<file path="config.mk">
export PLATFORM = sky130hd
export DESIGN_NAME = rcf_reset_cause_flags
export DESIGN_NICKNAME = d
export VERILOG_FILES = /design/src/rcf_pkg.sv /design/src/rcf_axil_slave.sv /design/src/rcf_reset_cause_flags.sv /design/src/rcf_sync2.sv
export SDC_FILE = /design/constraint.sdc
export NUM_CORES = 1
export LEC_CHECK = 0
export BUFFER_PORTS_ARGS = -buffer_cell sky130_fd_sc_hd__clkbuf_2
export CORE_MARGIN = 3
export CORE_UTILIZATION = 50
export DETAILED_ROUTE_END_ITERATION = 12
export PLACE_DENSITY = 0.89
export SYNTH_ARGS = -nofsm -noshare
export SYNTH_HDL_FRONTEND = slang
export SYNTH_HIERARCHICAL = 1
export SYNTH_SLANG_ARGS = --single-unit
</file>
<file path="constraint.sdc">
create_clock -name i_ref_clk -period 2.7 [get_ports i_ref_clk]
set_clock_uncertainty 0.05 [all_clocks]
set_input_delay 0.27 -clock i_ref_clk [delete_from_list [all_inputs] [get_ports i_ref_clk]]
set_output_delay 0.27 -clock i_ref_clk [all_outputs]
set_load 0.02 [all_outputs]
</file>
<file path="src/rcf_pkg.sv">
// package with register map, field layout and reset values of the reset cause flags block
package rcf_pkg;
    localparam int ADDR_W = 12;
    localparam int DATA_W = 32;
    // register indices; byte address is four times the index
    localparam logic [9:0] IDX_BROWNOUT_CONTROL = 10'h191;
    localparam logic [9:0] IDX_RESET_CAUSE_FLAGS = 10'h192;
    localparam logic [9:0] IDX_RESET_CAUSE_FLAGS_EXT = 10'h193;
    localparam logic [9:0] IDX_IRQ_STATUS = 10'h194;
    localparam logic [9:0] IDX_IRQ_ENABLE = 10'h195;
    localparam logic [9:0] IDX_IRQ_CLEAR = 10'h196;
    // reset_cause_flags fields
    localparam int BIT_STACK_OVERFLOW = 7;
    localparam int BIT_STACK_UNDERFLOW = 6;
    localparam int BIT_WDT_WINDOW = 5;
    localparam int BIT_WDT_TIMEOUT = 4;
    localparam int BIT_EXT_PIN = 3;
    localparam int BIT_RESET_INSTR = 2;
    localparam int BIT_POWER_ON = 1;
    localparam int BIT_BROWNOUT = 0;
    // reset_cause_flags_ext and brownout_control fields
    localparam int BIT_MEM_VIOLATION = 1;
    localparam int BIT_SW_BOR_ENABLE = 7;
    localparam int BIT_BOR_READY = 0;
    // interrupt status layout, one bit per reset cause event
    localparam int IRQ_STACK_OVERFLOW = 7;
    localparam int IRQ_STACK_UNDERFLOW = 6;
    localparam int IRQ_WDT_WINDOW = 5;
    localparam int IRQ_WDT_TIMEOUT = 4;
    localparam int IRQ_EXT_PIN = 3;
    localparam int IRQ_RESET_INSTR = 2;
    localparam int IRQ_MEM_VIOLATION = 1;
    localparam int IRQ_BROWNOUT = 0;
    // values after power-on (brown-out flag value is a parameter of the top), masks and response codes
    localparam logic [7:0] FLAGS_POR_VAL = 8'h3c;
    localparam logic [7:0] FLAGS_BOR_MASK = 8'hfc;
    localparam logic [7:0] EXT_MASK = 8'h02;
    localparam logic [7:0] BROWNOUT_CONTROL_WR_MASK = 8'h80;
    localparam logic [1:0] RESP_OKAY = 2'h0;
    localparam logic [1:0] RESP_SLVERR = 2'h2;
endpackage : rcf_pkg

</file>
<file path="src/rcf_axil_slave.sv">
// axi4-lite slave front end: handshakes, one write and one read at a time
`timescale 1ns/1ps
module rcf_axil_slave
    import rcf_pkg::*;
(
    input wire logic i_clk, // system clock
    input wire logic i_rst_b, // synchronised reset, active low
    input wire logic i_awvalid, // write address valid
    output logic o_awready, // write address ready
    input wire logic [rcf_pkg::ADDR_W-1:0] i_awaddr, // write byte address
    input wire logic i_wvalid, // write data valid
    output logic o_wready, // write data ready
    input wire logic [rcf_pkg::DATA_W-1:0] i_wdata, // write data
    input wire logic [3:0] i_wstrb, // write byte strobes
    output logic o_bvalid, // write response valid
    input wire logic i_bready, // write response ready
    output logic [1:0] o_bresp, // write response
    input wire logic i_arvalid, // read address valid
    output logic o_arready, // read address ready
    input wire logic [rcf_pkg::ADDR_W-1:0] i_araddr, // read byte address
    output logic o_rvalid, // read data valid
    input wire logic i_rready, // read data ready
    output logic [rcf_pkg::DATA_W-1:0] o_rdata, // read data
    output logic [1:0] o_rresp, // read response
    output logic o_wr_en, // register write strobe, one cycle
    output logic [9:0] o_wr_idx, // register index of the write
    output logic [7:0] o_wr_data, // low byte of write data
    output logic o_wr_lane0, // byte lane 0 enabled
    input wire logic i_wr_hit, // write index is mapped
    output logic [9:0] o_rd_idx, // register index being read
    input wire logic [7:0] i_rd_data, // register value at o_rd_idx
    input wire logic i_rd_hit // read index is mapped
);
    logic aw_have_q;
    logic w_have_q;

    assign o_wr_en = aw_have_q & w_have_q & ~o_bvalid;
    assign o_rd_idx = i_araddr[ADDR_W-1:2];

    // address and data taken in either order, held until both are here
    always_ff @(posedge i_clk or negedge i_rst_b) begin
        if (!i_rst_b) begin
            o_awready <= 1'b0;
            o_wready <= 1'b0;
            aw_have_q <= 1'b0;
            w_have_q <= 1'b0;
            o_wr_idx <= '0;
            o_wr_data <= '0;
            o_wr_lane0 <= 1'b0;
        end else begin
            o_awready <= i_awvalid & ~o_awready & ~aw_have_q & ~o_bvalid;
            o_wready <= i_wvalid & ~o_wready & ~w_have_q & ~o_bvalid;
            if (i_awvalid && o_awready) begin
                aw_have_q <= 1'b1;
                o_wr_idx <= i_awaddr[ADDR_W-1:2];
            end else if (o_wr_en) begin
                aw_have_q <= 1'b0;
            end
            if (i_wvalid && o_wready) begin
                w_have_q <= 1'b1;
                o_wr_data <= i_wdata[7:0];
                o_wr_lane0 <= i_wstrb[0];
            end else if (o_wr_en) begin
                w_have_q <= 1'b0;
            end
        end
    end

    // write response, unmapped index answers slverr
    always_ff @(posedge i_clk or negedge i_rst_b) begin
        if (!i_rst_b) begin
            o_bvalid <= 1'b0;
            o_bresp <= RESP_OKAY;
        end else if (o_wr_en) begin
            o_bvalid <= 1'b1;
            o_bresp <= i_wr_hit ? RESP_OKAY : RESP_SLVERR;
        end else if (i_bready) begin
            o_bvalid <= 1'b0;
        end
    end

    // read path; araddr is stable while arvalid stands, so the value is safe to sample
    always_ff @(posedge i_clk or negedge i_rst_b) begin
        if (!i_rst_b) begin
            o_arready <= 1'b0;
            o_rvalid <= 1'b0;
            o_rdata <= '0;
            o_rresp <= RESP_OKAY;
        end else begin
            o_arready <= i_arvalid & ~o_arready & ~o_rvalid;
            if (i_arvalid && o_arready) begin
                o_rvalid <= 1'b1;
                o_rdata <= {24'h0, i_rd_data};
                o_rresp <= i_rd_hit ? RESP_OKAY : RESP_SLVERR;
            end else if (i_rready) begin
                o_rvalid <= 1'b0;
            end
        end
    end
endmodule : rcf_axil_slave

</file>
<file path="src/rcf_reset_cause_flags.sv">
// reset cause flags: sticky restart-cause record with axi4-lite access and interrupt
// Functional notes
// - stack underflow sets flag; power-on/brown-out clear
// - window violation clears flag; initialised to one
// - watchdog time-out clears flag; initialised to one
// - external pin reset clears flag; initialised one
// - reset instruction clears flag; initialised to one
// - power-on clears power-on flag only
// - brown-out clears brown-out flag only
// - memory violation clears ext bit 1
// - other resets update only matching flag
// - three byte registers at 191,192,193
// - flag order bit 7 down to 0
// - stack overflow sets bit 7; power-on clears
// - only the firing cause's flag changes; brown-out here also reloads bits 7 to 2 and sets ext bit 1
// - software active writes stored, no reset
// - brownout control: enable bit 7, ready bit 0
//
// Chosen here: the AXI4-Lite slave port.
`timescale 1ns/1ps
module rcf_reset_cause_flags
    import rcf_pkg::*;
#(
    parameter logic BOR_FLAG_INIT = 1'b1 // brown-out flag value after power-on
) (
    input wire logic i_ref_clk, // system clock, 250 mhz
    input wire logic i_rst_b, // power-on reset, active low, async
    input wire logic i_brownout_reset, // brown-out reset level
    input wire logic i_wdt_timeout_reset, // watchdog time-out reset level
    input wire logic i_wdt_window_reset, // watchdog window violation level
    input wire logic i_reset_instr, // reset instruction executed
    input wire logic i_stack_overflow, // stack overflow reset level
    input wire logic i_stack_underflow, // stack underflow reset level
    input wire logic i_mem_violation, // memory execution violation level
    input wire logic i_external_reset_pin_b, // external reset pin, async, low
    input wire logic i_brownout_ready, // brown-out circuit armed, async
    input wire logic i_awvalid, // write address valid
    output logic o_awready, // write address ready
    input wire logic [rcf_pkg::ADDR_W-1:0] i_awaddr, // write byte address
    input wire logic i_wvalid, // write data valid
    output logic o_wready, // write data ready
    input wire logic [rcf_pkg::DATA_W-1:0] i_wdata, // write data
    input wire logic [3:0] i_wstrb, // write strobes
    output logic o_bvalid, // write response valid
    input wire logic i_bready, // write response ready
    output logic [1:0] o_bresp, // write response
    input wire logic i_arvalid, // read address valid
    output logic o_arready, // read address ready
    input wire logic [rcf_pkg::ADDR_W-1:0] i_araddr, // read byte address
    output logic o_rvalid, // read data valid
    input wire logic i_rready, // read data ready
    output logic [rcf_pkg::DATA_W-1:0] o_rdata, // read data
    output logic [1:0] o_rresp, // read response
    output logic o_sw_brownout_enable, // software brown-out enable
    output logic o_irq // level interrupt
);
    logic rst_meta_q;
    logic rst_b_q;
    logic pin_b_s;
    logic bor_rdy_s;
    logic [7:0] flags_q;
    logic [7:0] flags_d;
    logic mem_flag_q;
    logic mem_flag_d;
    logic [7:0] ev_lvl;
    logic [7:0] ev_prev_q;
    logic [7:0] ev_rise;
    logic [7:0] irq_stat_q;
    logic [7:0] irq_en_q;
    logic wr_en;
    logic [9:0] wr_idx;
    logic [7:0] wr_data;
    logic wr_lane0;
    logic [9:0] rd_idx;
    logic [7:0] rd_data;
    logic wr_sel_flags;
    logic wr_sel_ext;
    logic wr_sel_bc;

    // index decode shared by read and write paths
    function automatic logic idx_mapped(input logic [9:0] idx);
        idx_mapped = (idx >= IDX_BROWNOUT_CONTROL) && (idx <= IDX_IRQ_CLEAR);
    endfunction : idx_mapped

    // reset release through two flops; assertion stays asynchronous
    always_ff @(posedge i_ref_clk or negedge i_rst_b) begin
        if (!i_rst_b) begin
            rst_meta_q <= 1'b0;
            rst_b_q <= 1'b0;
        end else begin
            rst_meta_q <= 1'b1;
            rst_b_q <= rst_meta_q;
        end
    end

    rcf_sync2 #(.W(2), .RST_VAL(2'b10)) u_sync (
        .i_clk(i_ref_clk),
        .i_rst_b(rst_b_q),
        .i_async({i_external_reset_pin_b, i_brownout_ready}),
        .o_sync({pin_b_s, bor_rdy_s})
    );

    rcf_axil_slave u_bus (
        .i_clk(i_ref_clk),
        .i_rst_b(rst_b_q),
        .i_awvalid(i_awvalid),
        .o_awready(o_awready),
        .i_awaddr(i_awaddr),
        .i_wvalid(i_wvalid),
        .o_wready(o_wready),
        .i_wdata(i_wdata),
        .i_wstrb(i_wstrb),
        .o_bvalid(o_bvalid),
        .i_bready(i_bready),
        .o_bresp(o_bresp),
        .i_arvalid(i_arvalid),
        .o_arready(o_arready),
        .i_araddr(i_araddr),
        .o_rvalid(o_rvalid),
        .i_rready(i_rready),
        .o_rdata(o_rdata),
        .o_rresp(o_rresp),
        .o_wr_en(wr_en),
        .o_wr_idx(wr_idx),
        .o_wr_data(wr_data),
        .o_wr_lane0(wr_lane0),
        .i_wr_hit(idx_mapped(wr_idx)),
        .o_rd_idx(rd_idx),
        .i_rd_data(rd_data),
        .i_rd_hit(idx_mapped(rd_idx))
    );

    assign wr_sel_flags = wr_en & wr_lane0 & (wr_idx == IDX_RESET_CAUSE_FLAGS);
    assign wr_sel_ext = wr_en & wr_lane0 & (wr_idx == IDX_RESET_CAUSE_FLAGS_EXT);
    assign wr_sel_bc = wr_en & wr_lane0 & (wr_idx == IDX_BROWNOUT_CONTROL);

    // flag update: software write first, then the reset cause on top of it;
    // hardware wins a same-cycle clash so a cause is never lost
    always_comb begin
        flags_d = flags_q;
        mem_flag_d = mem_flag_q;
        if (wr_sel_flags) begin
            flags_d = wr_data;
        end
        if (wr_sel_ext) begin
            mem_flag_d = wr_data[BIT_MEM_VIOLATION];
        end
        if (i_brownout_reset) begin
            flags_d = (FLAGS_POR_VAL & FLAGS_BOR_MASK) | (flags_q & ~FLAGS_BOR_MASK);
            flags_d[BIT_BROWNOUT] = 1'b0;
            mem_flag_d = 1'b1;
        end else begin
            // only the matching flag moves; others hold
            if (i_stack_overflow) flags_d[BIT_STACK_OVERFLOW] = 1'b1;
            if (i_stack_underflow) flags_d[BIT_STACK_UNDERFLOW] = 1'b1;
            if (i_wdt_window_reset) flags_d[BIT_WDT_WINDOW] = 1'b0;
            if (i_wdt_timeout_reset) flags_d[BIT_WDT_TIMEOUT] = 1'b0;
            if (!pin_b_s) flags_d[BIT_EXT_PIN] = 1'b0;
            if (i_reset_instr) flags_d[BIT_RESET_INSTR] = 1'b0;
            if (i_mem_violation) mem_flag_d = 1'b0;
        end
    end

    // power-on is the block reset: every flag to its power-on value
    always_ff @(posedge i_ref_clk or negedge rst_b_q) begin
        if (!rst_b_q) begin
            flags_q <= FLAGS_POR_VAL;
            flags_q[BIT_BROWNOUT] <= BOR_FLAG_INIT;
            mem_flag_q <= 1'b1;
        end else begin
            flags_q <= flags_d;
            mem_flag_q <= mem_flag_d;
        end
    end

    // brownout control: software enable, reloaded on power-on and brown-out
    always_ff @(posedge i_ref_clk or negedge rst_b_q) begin
        if (!rst_b_q) begin
            o_sw_brownout_enable <= 1'b1;
        end else if (i_brownout_reset) begin
            o_sw_brownout_enable <= 1'b1;
        end else if (wr_sel_bc) begin
            o_sw_brownout_enable <= wr_data[BIT_SW_BOR_ENABLE];
        end
    end

    // event levels in interrupt status layout
    assign ev_lvl = {i_stack_overflow, i_stack_underflow, i_wdt_window_reset,
                     i_wdt_timeout_reset, ~pin_b_s, i_reset_instr, i_mem_violation,
                     i_brownout_reset};
    assign ev_rise = ev_lvl & ~ev_prev_q;

    // sticky status; a rising cause beats a same-cycle clear
    always_ff @(posedge i_ref_clk or negedge rst_b_q) begin
        if (!rst_b_q) begin
            ev_prev_q <= 8'h00;
            irq_stat_q <= 8'h00;
        end else begin
            ev_prev_q <= ev_lvl;
            if (wr_en && wr_lane0 && wr_idx == IDX_IRQ_CLEAR) begin
                irq_stat_q <= (irq_stat_q & ~wr_data) | ev_rise;
            end else begin
                irq_stat_q <= irq_stat_q | ev_rise;
            end
        end
    end

    // enable register and interrupt line; one flop of lag keeps the output registered
    always_ff @(posedge i_ref_clk or negedge rst_b_q) begin
        if (!rst_b_q) begin
            irq_en_q <= 8'h00;
            o_irq <= 1'b0;
        end else begin
            if (wr_en && wr_lane0 && wr_idx == IDX_IRQ_ENABLE) begin
                irq_en_q <= wr_data;
            end
            o_irq <= |(irq_stat_q & irq_en_q);
        end
    end

    // read mux, byte registers at their indices
    always_comb begin
        case (rd_idx)
            IDX_BROWNOUT_CONTROL: rd_data = {o_sw_brownout_enable, 6'h00, bor_rdy_s};
            IDX_RESET_CAUSE_FLAGS: rd_data = flags_q;
            IDX_RESET_CAUSE_FLAGS_EXT: rd_data = {6'h00, mem_flag_q, 1'b0} & EXT_MASK;
            IDX_IRQ_STATUS: rd_data = irq_stat_q;
            IDX_IRQ_ENABLE: rd_data = irq_en_q;
            default: rd_data = 8'h00; // clear register reads zero
        endcase
    end
endmodule : rcf_reset_cause_flags

</file>
<file path="src/rcf_sync2.sv">
// two flip-flop synchroniser for asynchronous level inputs
`timescale 1ns/1ps
module rcf_sync2 #(
    parameter int W = 1,
    parameter logic [W-1:0] RST_VAL = '0
) (
    input wire logic i_clk, // system clock
    input wire logic i_rst_b, // async reset, active low
    input wire logic [W-1:0] i_async, // level from outside the domain
    output logic [W-1:0] o_sync // synchronised level
);
    logic [W-1:0] meta_q;

    // first stage feeds only the second stage
    always_ff @(posedge i_clk or negedge i_rst_b) begin
        if (!i_rst_b) begin
            meta_q <= RST_VAL;
            o_sync <= RST_VAL;
        end else begin
            meta_q <= i_async;
            o_sync <= meta_q;
        end
    end
endmodule : rcf_sync2

</file>
# Yosys cells after proc, flatten, opt, wreduce, memory -nomap -nowiden
# Index checks and enable logic that the tools add are counted.
dict set report word_totals {
  ff_bits 79
  output_inout_bits 43
  elab_cells 123
  inputBits 76
}
dict set report op_classes {
  eq_ne 11
  n_bitwise 30
  reduce_logical 22
  mux 25
  magnitude_cmp 4
}
# op n
set op_table {}
lappend op_table {{equality test 10 x 9 -> 1 bit, second input constant} 10}
lappend op_table {{one-hot mux 8 bit (5 select lines)} 1}
lappend op_table {{AND 8 bit} 3}
lappend op_table {{greater-or-equal comparator 10 x 9 -> 1 bit, second input constant} 2}
lappend op_table {{<= comparator 10 x 9 -> 1 bit, second input constant} 2}
lappend op_table {{2-to-1 mux 1 bit} 19}
lappend op_table {{nonzero test 3 bit} 6}
lappend op_table {{2-to-1 mux 8 bit} 2}
lappend op_table {{NOT 8 bit} 2}
lappend op_table {{bitwise OR 8 bit} 2}
lappend op_table {{AND 1 bit} 14}
lappend op_table {{nonzero test 2 bit} 6}
lappend op_table {{NOT 1 bit} 9}
lappend op_table {{logical AND 1 bit} 8}
lappend op_table {{OR reduction 8 bit} 1}
lappend op_table {{2-to-1 mux 6 bit} 1}
lappend op_table {{2-to-1 mux 2 bit} 2}
lappend op_table {{inequality test 3 bit, second input constant} 1}
lappend op_table {{AND reduction 2 bit} 1}

# Longest topological paths before layout
# Gate-level depths: netlist (run 1).
dict set report logic_depth {
  depth_word 7
  mapped_depth 7
  mapped_depth_nobuf 6
}

# Hierarchy
# Netlist (run 1), hierarchy kept.
# module seq_area_each_um2 instances area_per_inst_um2 cells_each
set by_module_without_submodules {}
lappend by_module_without_submodules {rcf_reset_cause_flags 934.6 1 1823.0 163}
lappend by_module_without_submodules {rcf_axil_slave 900.9 1 1654.1 123}
lappend by_module_without_submodules {rcf_sync2 102.6 1 102.6 4}

# Worst setup path before layout (run 1)
# Ideal clock, no wire load.
dict set report synth_path {
  path_type {reg2reg}
  startpoint {reg u_bus.o_bvalid}
  endpoint {reg flags_q[1]}
  path_stages_with_launch 8
  required_ns 2.525
  t_arrival_ns 2.146
  period_less_slack_ns 2.321
  path_buffers 1
  slack_ns 0.379
  setup_time_ns 0.125
  path_cell_list {dfrtp_1 > nand3b_1 > inv_1 > nand3b_4 > or4_4 > or3_1 > buf_6 > mux2_4}
}
dict set report synth_between {
  elab_chain_cells 5
}
# element line_no
set synth_lines {}
lappend synth_lines {{start, declared} rcf_axil_slave.sv:15} ;# output logic o_bvalid,
lappend synth_lines {{start signal, assigned} rcf_axil_slave.sv:72} ;# o_bvalid <= 1'b0;
lappend synth_lines {{start signal, assigned} rcf_axil_slave.sv:75} ;# o_bvalid <= 1'b1;
lappend synth_lines {{start signal, assigned} rcf_axil_slave.sv:78} ;# o_bvalid <= 1'b0;
lappend synth_lines {{NOT 1 bit} rcf_axil_slave.sv:37} ;# assign o_wr_en = aw_have_q & w_have_q & ~o_bvalid;
lappend synth_lines {{AND 1 bit} rcf_axil_slave.sv:37}
lappend synth_lines {{named net wr_en} rcf_reset_cause_flags.sv:70} ;# logic wr_en;
lappend synth_lines {{AND 1 bit (2 in series)} rcf_reset_cause_flags.sv:133} ;# assign wr_sel_flags = wr_en & wr_lane0 & (wr_idx == IDX_RESET_CAUSE_FLAGS);
lappend synth_lines {{AND reduction 2 bit (no source line)} -}
lappend synth_lines {{end signal, assigned} rcf_reset_cause_flags.sv:171} ;# flags_q <= flags_d;
lappend synth_lines {{end, declared} rcf_reset_cause_flags.sv:61} ;# logic [7:0] flags_q;
# The timed path passes the listed nets, and every way through them passes these cells.
# A chain may end at the register's enable or synchronous reset.

# Final worst setup path (run 1)
# Ends and elaborated chain as after synthesis.

==> results.ini, run 1 <==
[placed_design]
place.port_buffers = 61
dpl.cell_count = 434
dp_hpwl_microns = 4920
gp_congestion = 0.808

[power]
p_leak_uw = 0.00199
p_switching_uw = 937
intPower_uw = 2090
ir_worst_vdd_v = 0.000586
power.density_mw_per_mm2 = 741
combPwrFrac_pct = 22.2
p_clk_share_pct = 24.8
seq_power_share_pct = 53.0
p_sw_share_pct = 31.0

[timing]
setup_violations = 0
slew_viol_final = 0
tightest_slew_ns = 0.908
finalHoldViolCount = 0
fmax_ghz = 0.413
fin_crit_sh_pct = 89.6
tns_ns = 0
period_needed_ns = 2.42
slew_headroom_pct = 39.5
grt_setup_unrepaired = no

[clock_network]
postCtsSetupRepairBufs = 0
clock_latency_ns = 0.34
clock-sinks = 77
path_clk_slew_ns = 0.07
cts_root_buf = clkbuf_8
cts_tree = done
h-tree-depth = 3
cts.path.max_buffers = 2
numCtsBuffers = 9

[yosys]
yosysTopAreaCell = dfrtp_1
synth_area_per_cell_sq_um = 12.3
yosys_warnings = 6
synthCells = 290
netlist.area_leader.share_pct = 47.5
ys_seq_elements = 77
synth_area_leaders = dfrtp_1, mux2_2, buf_4
ys_seq_area_share_pct = 54.1
netlist_area_sq_mm = 0.00358
post_synth_num_cell_types = 45
synthFlopType = dfrtp_1
async_reset_ff_share_pct = 100
synth_edf_count = 0

[final_layout]
antenna_cells = 0
layout-drive-gt1-share_pct = 38.3
fill_cells = 578
final-instance-count-excl-fill = 459
final_nets = 434
syn_to_final_growth_pct = 14.1

[grt]
grt_pass1_vias = 2223
grt_overflow = 0
grt_max_degree = 45
antenna_found_initial = 0
grt_usage_pct = 17.1
grt_pass1_wl_microns = 11000

[critical_path]
arrival_ns = 2.60
cp-end-kind = register
setup.worst_path.start_class = register
critical_path_class = register to register
required_ns = 2.88
path_max_fanout = 8

[drt]
vias = 2322
antenna_left = 0
drt-initial-drc-count = 122
finalWirelength_microns = 6620
dr.pass1.iters = 4
drc = 0
viasPerCell = 5.06
detail_route.wl_per_cell_microns = 14.4

[die]
initial_core_util_pct = 52.1
core_area_sq_mm = 0.00687
chipWidth_microns = 90.6
dieArea_sq_mm = 0.00821
num_rows = 30
die_h_microns = 90.6
io-pin-count = 119

[worst_hold_path]
min_path_type = input port to register

[job]
cap_viol_max_count = 0

[run_status]
status = finished clean

-- flip-flops by register name (all words and copies together), names as in the netlist, 2 cells and up --
name             flops
ev_prev_q            8
flags_q              8
irq_en_q             8
irq_stat_q           8
u_bus/o_rdata        8
u_bus/o_wr_data      8
u_bus/o_wr_idx      10
u_sync/meta_q        2
u_sync/o_sync        2
-- timing repair --
item | CTS | global route
endpoints found under the hold margin | 10 | 0
resized for setup | 0 | 0
endpoints found under the setup margin | 0 | 0
hold buffers | 9 | 0
-- worst paths after layout --
check / endpoint / slack, ns / cells past startpoint / startpoint
max in group asynchronous: u_bus/o_bresp[1] / 1.47 / 1 / rst_b_q
worst min-delay path: ev_prev_q[0] / 0.05 / 1 / i_brownout_reset
worst min register to register: rst_b_q / 0.30 / 0 / rst_meta_q
worst max register to register: flags_q[1] / 0.28 / 6 / u_bus/o_bvalid
worst max-delay path: flags_q[1] / 0.28 / 6 / u_bus/o_bvalid
min in group asynchronous: rst_b_q / 0.19 / 2 / i_rst_b
-- power groups by stage --
stage	logic [uW]	registers (uW)	clock network, uW
2_1_floorplan	539	1580	0
3_3_place_gp	632	1600	0
3_5_place_dp	663	1620	0
4_1_cts	675	1600	777
5_1_grt	732	1650	824
6_report	671	1600	749
-- routing by layer --
| layer | global-route usage, % | wire length, microns |
|---|---|---|
| met5 | 0 | 0 |
| met4 | 4.59 | 53 |
| met3 | 7.33 | 578 |
| met2 | 26.3 | 3130 |
| met1 | 22.3 | 2860 |
-- placed cells by master, fill, tap and decap left out, drive strengths merged --
master and count:
a21oi 1, a22oi 6, a31oi 1, and3 1, buf 5, clkbuf 73
clkinv 5, conb 27, dfrtp 68, dfstp 9, dlygate4sd3 9, inv 18
mux2 36, mux2i 13, nand2 19, nand2b 4, nand3b 3, nand4 1
nand4bb 1, nor2 1, nor2b 4, nor3 4, nor3b 2, nor4 3
nor4b 2, nor4bb 1, o2111ai 2, o21ai 23, o221a 4, o221ai 2
o22a 1, o22ai 1, o2bb2ai 5, o32ai 2, or2 3, or3 1
or3b 1, or4 1
-- area by class of cell --
type | instances | area, sq um | share of cell area [%]
flip-flops and latches | 77 | 1940 | 47.5
clock buffers | 12 | 145 | 3.55
repair buffers | 75 | 433 | 10.6
multi-input cells | 176 | 1350 | 33.1
clock inverters | 4 | 23.8 | 0.582
well taps | 96 | 120 | 2.94
inverters | 19 | 71.3 | 1.75
-- worst max-delay path, cell delays in order, from the launching register on --
cell and delay (ns):
dfrtp_1 0.45, nand3b_1 0.25, inv_1 0.13, nand3b_4 0.11
or4_4 0.49, or3_1 0.49, mux2_4 0.35
-- per-stage QoR --
stage                     setup WS, ns  util, %  total power [uW]  hold slack (ns)  cell area [sq um]
after global placement           0.324     55.7              2230          0.00769               3820
final                            0.281     59.5              3030           0.0452               4080
after floorplan                  0.363        -              2120          -0.0756               3670
after detailed placement         0.285     55.7              2280          0.00699               3820
after global routing             0.148     59.5              3200           0.0336               4080
after CTS                        0.271     59.5              3050           0.0233               4080
-- synthesized netlist by cell type (2+ instances only) --
cell       instances
o221a_2            2
nand2b_1           4
nand3b_1           2
nor2b_1            4
inv_1             18
mux2i_1           13
o21ai_0           23
nor4_1             2
mux2_2            26
or2_2              3
a22oi_1            6
nor3b_1            2
mux2_4            10
clkbuf_1           3
o2111ai_1          2
dfstp_2            9
dfrtp_1           68
o221ai_1           2
buf_4             36
o221a_1            2
nand2_2            3
o2bb2ai_1          5
conb_1             2
nor3_1             4
o32ai_1            2
nor4b_1            2
buf_6              2
nand2_1           16
-- logic make-up (layout without fill, tap and decap cells) --
family / Yosys count / after routing / share of synthesized area (%)
AO/OA/AOI/OAI: 48 / 48 / 9.16
buffers and inverters: 62 / 110 / 10.7
multiplexers: 49 / 49 / 16.0
flip-flops: 77 / 77 / 54.1
AND/OR/NAND/NOR: 52 / 52 / 9.75
other: 2 / 27 / 0.210
(Power assumes the default switching activity.)
==> inputs of run 2 (changes only) <==
CORE_UTILIZATION = 54   (was 50)
PLACE_DENSITY = 0.95   (was 0.89)
SLEW_MARGIN = 10   (was default)
clock period = 2.8 ns   (was 2.7 ns; I/O delays follow)
==> run 2 against run 1 <==
  * Routed wire length up 4.3%
  * Global-route usage is 2.4 points higher
  * Power increased by 5.3%
  * Clock power rose by 33%
  * Setup slack worse by 0.026 ns
  * Combinational power shrank 7.2%
  * Maximum frequency fell by 5.0%
  * Via count hardly changed
==> results.ini, run 2 (synthesis results as in run 1) <==
[run_status]
status = finished clean

[timing]
fin_crit_sh_pct = 90.9
slew_viol_final = 0
period_needed_ns = 2.54
setup_violations = 0
slew_headroom_pct = 41.1
fin_hold_ws_ns = 0.0245
tightest_slew_ns = 0.883
finalHoldViolCount = 0
grt_setup_unrepaired = no
fmax_ghz = 0.393
tns_ns = 0

[job]
cap_viol_max_count = 0

[die]
chipWidth_microns = 87.4
num_rows = 29
initial_core_util_pct = 56.1
die_h_microns = 87.4
io-pin-count = 119
core_area_sq_mm = 0.00639
dieArea_sq_mm = 0.00764

[grt]
grt_pass1_vias = 2342
grt_pass1_wl_microns = 11300
grt_usage_pct = 19.5
grt_max_degree = 76
antenna_found_initial = 0
grt_overflow = 0

[final_layout]
regArea_sq_mm = 0.00194
final-instance-count-excl-fill = 433
layout_common_cells = dfrtp_1, clkbuf_2, conb_1
layout-drive-gt1-share_pct = 38.2
syn_to_final_growth_pct = 13.7
fill_cells = 504
largest_reg_flops = 10
antenna_cells = 0
layout_commonest_cell = dfrtp_1
multi_input_area_sq_mm = 0.00135
final_nets = 427
regMostFlops = u_bus/o_wr_idx
fin_util_pct = 63.7

[clock_network]
path_clk_slew_ns = 0.08
clock-sinks = 77
cts_tree = done
numCtsBuffers = 9
clock_latency_ns = 0.35
cts.path.max_buffers = 2
cts_root_buf = clkbuf_8
h-tree-depth = 3

[drt]
vias = 2324
drc = 0
viasPerCell = 5.37
drt-initial-drc-count = 92
dr.pass1.iters = 4
antenna_left = 0
finalWirelength_microns = 6900
detail_route.wl_per_cell_microns = 15.9

[placed_design]
dp_hpwl_microns = 4920
gp_congestion = 0.798
place.port_buffers = 61
dpl.cell_count = 412

[worst_hold_path]
min_path_type = input port to register
hp-start = i_wdt_window_reset

[critical_path]
critPathMaxStageDelay_ns = 0.58
startpoint = u_bus/o_bvalid
path_max_fanout = 12
critical_path.slowest_cell = or4_4
required_ns = 2.98
crit-reg2reg-launch = u_bus/o_bvalid
path_cells = nand3b_1, inv_1, nand3b_4, or4_4, or3_1, mux2_4
cp-end-kind = register
setup.worst_path.start_class = register
critical_path_class = register to register
arrival_ns = 2.73

[power]
ir_worst_vdd_v = 0.000613
p_leak_uw = 0.00199
power.density_mw_per_mm2 = 783

-- run 2: routing by layer --
layer  up-vias  GRT usage [%]  share of wire, %
li1       1075              -                 -
met1      1154           23.1                40
met2        85           33.8                51
met3        10           7.00               7.6
met4         0           4.74               1.2
met5         -              0                 0
-- run 2: metrics by stage --
step | cell area (sq um) | worst slack [ns] | total power, uW
after floorplan | 3670 | 0.463 | 2050
after global placement | 3780 | 0.330 | 2140
after detailed placement | 3780 | 0.294 | 2200
after CTS | 4070 | 0.259 | 3220
after global routing | 4070 | 0.159 | 3360
final | 4070 | 0.255 | 3190
-- run 2: timing repair --
| action | CTS | global route |
|---|---|---|
| hold buffers | 5 | 0 |
| setup buffers | 0 | 0 |
| hold endpoints to repair | 6 | 0 |
| gates resized for setup | 0 | 0 |
-- run 2: power by group --
| group | switching [uW] | internal [uW] | leakage [uW] | total [uW] |
|---|---|---|---|---|
| registers | 249 | 1320 | 0.000913 | 1570 |
| logic | 283 | 340 | 0.000958 | 623 |
| clock network | 381 | 616 | 0.000121 | 997 |
| total | 913 | 2270 | 0.00199 | 3190 |
-- run 2: critical path: cells and delay by family (launching register included) --
family,cells,cell delay (ns)
AND/OR/NAND/NOR,4,1.45
flip-flops,1,0.44
buffers and inverters,1,0.13
multiplexers,1,0.35
-- run 2: cell type report --
| type | instances | share of cell area (%) |
|---|---|---|
| Tap cell | 77 | 2.37 |
| Timing Repair Buffer | 68 | 9.10 |
| Sequential cell | 77 | 47.7 |
| Clock inverter | 4 | 2.34 |
| Clock buffer | 12 | 3.57 |
| Inverter | 19 | 1.75 |
| Multi-Input combinational cell | 176 | 33.2 |
-- run 2: path summary, 6_finish.rpt --
check                              endpoint  slack, ns  depth (start not counted)
setup / recovery                 flags_q[1]       0.26                          6
hold / removal                 ev_prev_q[5]       0.02                          1
setup reg to reg                 flags_q[1]       0.26                          6
hold reg to reg            u_sync/o_sync[0]       0.30                          0
max in group asynchronous     irq_stat_q[5]       1.71                          1
min in group asynchronous           rst_b_q       0.19                          2
==> inputs of run 3 (changes only) <==
BUFFER_PORTS_ARGS = -buffer_cell sky130_fd_sc_hd__buf_2   (was -buffer_cell sky130_fd_sc_hd__clkbuf_2)
==> run 3 against run 2 <==
  * Cell count is 0.46% higher
  * Sequential share of layout area hardly changed
  * Count of clock-buffer cells in the layout is 2 lower
  * Utilization is 0.059 points higher
  * Die area stayed put
  * Via count is 0.95% lower
  * Highest routed layer unchanged
  * Critical path depth stayed put
  * Worst hold slack worse by 0.0070 ns
  * Largest power group unchanged
  * Non-clock buffer count is 2 higher
  * Combinational power is 0.8% lower
==> results.ini, run 3 (synthesis results as in run 1) <==
[clock_network]
ctsResizeCount = 0
numCtsBuffers = 9
h-tree-depth = 3
clock-sinks = 77
cts_tree = done
cts.path.max_buffers = 2
path_clk_slew_ns = 0.08
clock_latency_ns = 0.35
cts_root_buf = clkbuf_8

[critical_path]
cp-end-kind = register
setup.worst_path.start_class = register
critical_path.slowest_cell = or4_4
startpoint = u_bus/o_bvalid
path_max_fanout = 12
critical_path_class = register to register
r2r_end = flags_q[1]
critPathMaxStageDelay_ns = 0.58
arrival_ns = 2.75
cp.depth = 6
crit_end = flags_q[1]
rr_worst_depth = 6
reg2reg_slack_ns = 0.24
path_cells = nand3b_1, inv_1, nand3b_4, or4_4, or3_1, mux2_4
crit_family = simple AND/OR/NAND/NOR gates
required_ns = 2.99
crit-reg2reg-launch = u_bus/o_bvalid
cp_num_buf_inv = 1

[timing]
fmax_ghz = 0.391
period_needed_ns = 2.56
tns_ns = 0
finalHoldViolCount = 0
slew_viol_final = 0
tightest_slew_ns = 0.640
grt_setup_unrepaired = no
fin_crit_sh_pct = 91.4
slew_headroom_pct = 56.9
setup_violations = 0

[final_layout]
regArea_sq_mm = 0.00194
layout_commonest_cell = dfrtp_1
final-instance-count-excl-fill = 435
layout-drive-gt1-share_pct = 38.5
syn_to_final_growth_pct = 13.8
multi_input_area_sq_mm = 0.00135
largest_reg_flops = 10
regMostFlops = u_bus/o_wr_idx
final_nets = 429
fill_cells = 493
antenna_cells = 0
layout_common_cells = dfrtp_1, buf_2, conb_1

[grt]
grt_pass1_vias = 2438
grt_overflow = 0
antenna_found_initial = 0
grt_max_degree = 30
grt_pass1_wl_microns = 11600
grt_usage_pct = 19.7

[die]
core_area_sq_mm = 0.00639
io-pin-count = 119
initial_core_util_pct = 56.1
num_rows = 29
chipWidth_microns = 87.4
die_h_microns = 87.4
dieArea_sq_mm = 0.00764

[drt]
dr.pass1.iters = 4
finalWirelength_microns = 6860
detail_route.wl_per_cell_microns = 15.8
wl_met1_microns = 2790
viasPerCell = 5.29
met3_length_microns = 520
drc = 0
wl_met2_microns = 3440
vias = 2302
antenna_left = 0
top_layer = met4
drt-initial-drc-count = 197

[placed_design]
dpl.cell_count = 412
dp_hpwl_microns = 5170
gp_congestion = 0.795
place.port_buffers = 61

[power]
p_leak_uw = 0.00199
ir_worst_vdd_v = 0.000496
power.density_mw_per_mm2 = 767

[worst_hold_path]
min_path_type = input port to register

[run_status]
status = finished clean

[job]
cap_viol_max_count = 0

[run 3: changes by cell type in the layout (fill, tap and decap cells not counted), sizes merged]
| cell | before | now |
|---|---|---|
| buf | 2 | 63 |
| bufinv | 3 | 2 |
| clkbuf | 73 | 10 |
| clkinv | 2 | 4 |
| clkinvlp | 0 | 1 |
| dlygate4sd3 | 5 | 7 |
[run 3: how the worst min path moves through the flow]
stage / start / end / slack [ns] / depth (start not counted)
final: i_mem_violation / ev_prev_q[1] / 0.02 / 1
after global routing: i_mem_violation / ev_prev_q[1] / 0.007 / 1
after CTS: i_stack_overflow / ev_prev_q[7] / 0.002 / 1
after detailed placement: i_rst_b / rst_meta_q / 0.02 / 1
after global placement: i_rst_b / rst_meta_q / 0.02 / 1
after floorplan: i_rst_b / rst_b_q / -0.07 / 0
[run 3: repair_timing]
item,4_1_cts,5_1_grt
endpoints found under the hold margin,6,2
hold buffers,5,2
setup endpoints to repair,0,0
setup buffers,0,0
[run 3: final cells by class]
type | instances | share of cell area [%]
clock buffers | 10 | 3.38
inverters | 19 | 1.75
flip-flops and latches | 77 | 47.6
multi-input cells | 176 | 33.2
repair buffers | 70 | 9.59
well taps | 77 | 2.37
clock inverters | 6 | 2.12
[run 3: power by group]
part | internal, uW | switching, uW | leakage [uW]
logic | 342 | 276 | 0.000964
clock network | 524 | 408 | 0.000112
registers | 1320 | 258 | 0.000913
total | 2180 | 941 | 0.00199
[run 3: through the flow]
stage	worst slack, ns	utilization (%)	hold slack, ns	power [uW]	instance area, sq um
global placement	0.339	59.2	0.0153	2140	3780
global route	0.0605	63.8	0.00684	3290	4070
CTS	0.252	63.5	0.00205	3140	4050
floorplan	0.463	-	-0.0656	2050	3670
detailed placement	0.261	59.2	0.0192	2210	3780
finish	0.240	63.8	0.0175	3120	4070
[run 3: per-layer routing]
metal  track usage (%)  vias up
met3              5.87       10
met2              33.6       95
met5                 0        -
li1                  -     1077
met1              24.0     1120
met4              6.28        0
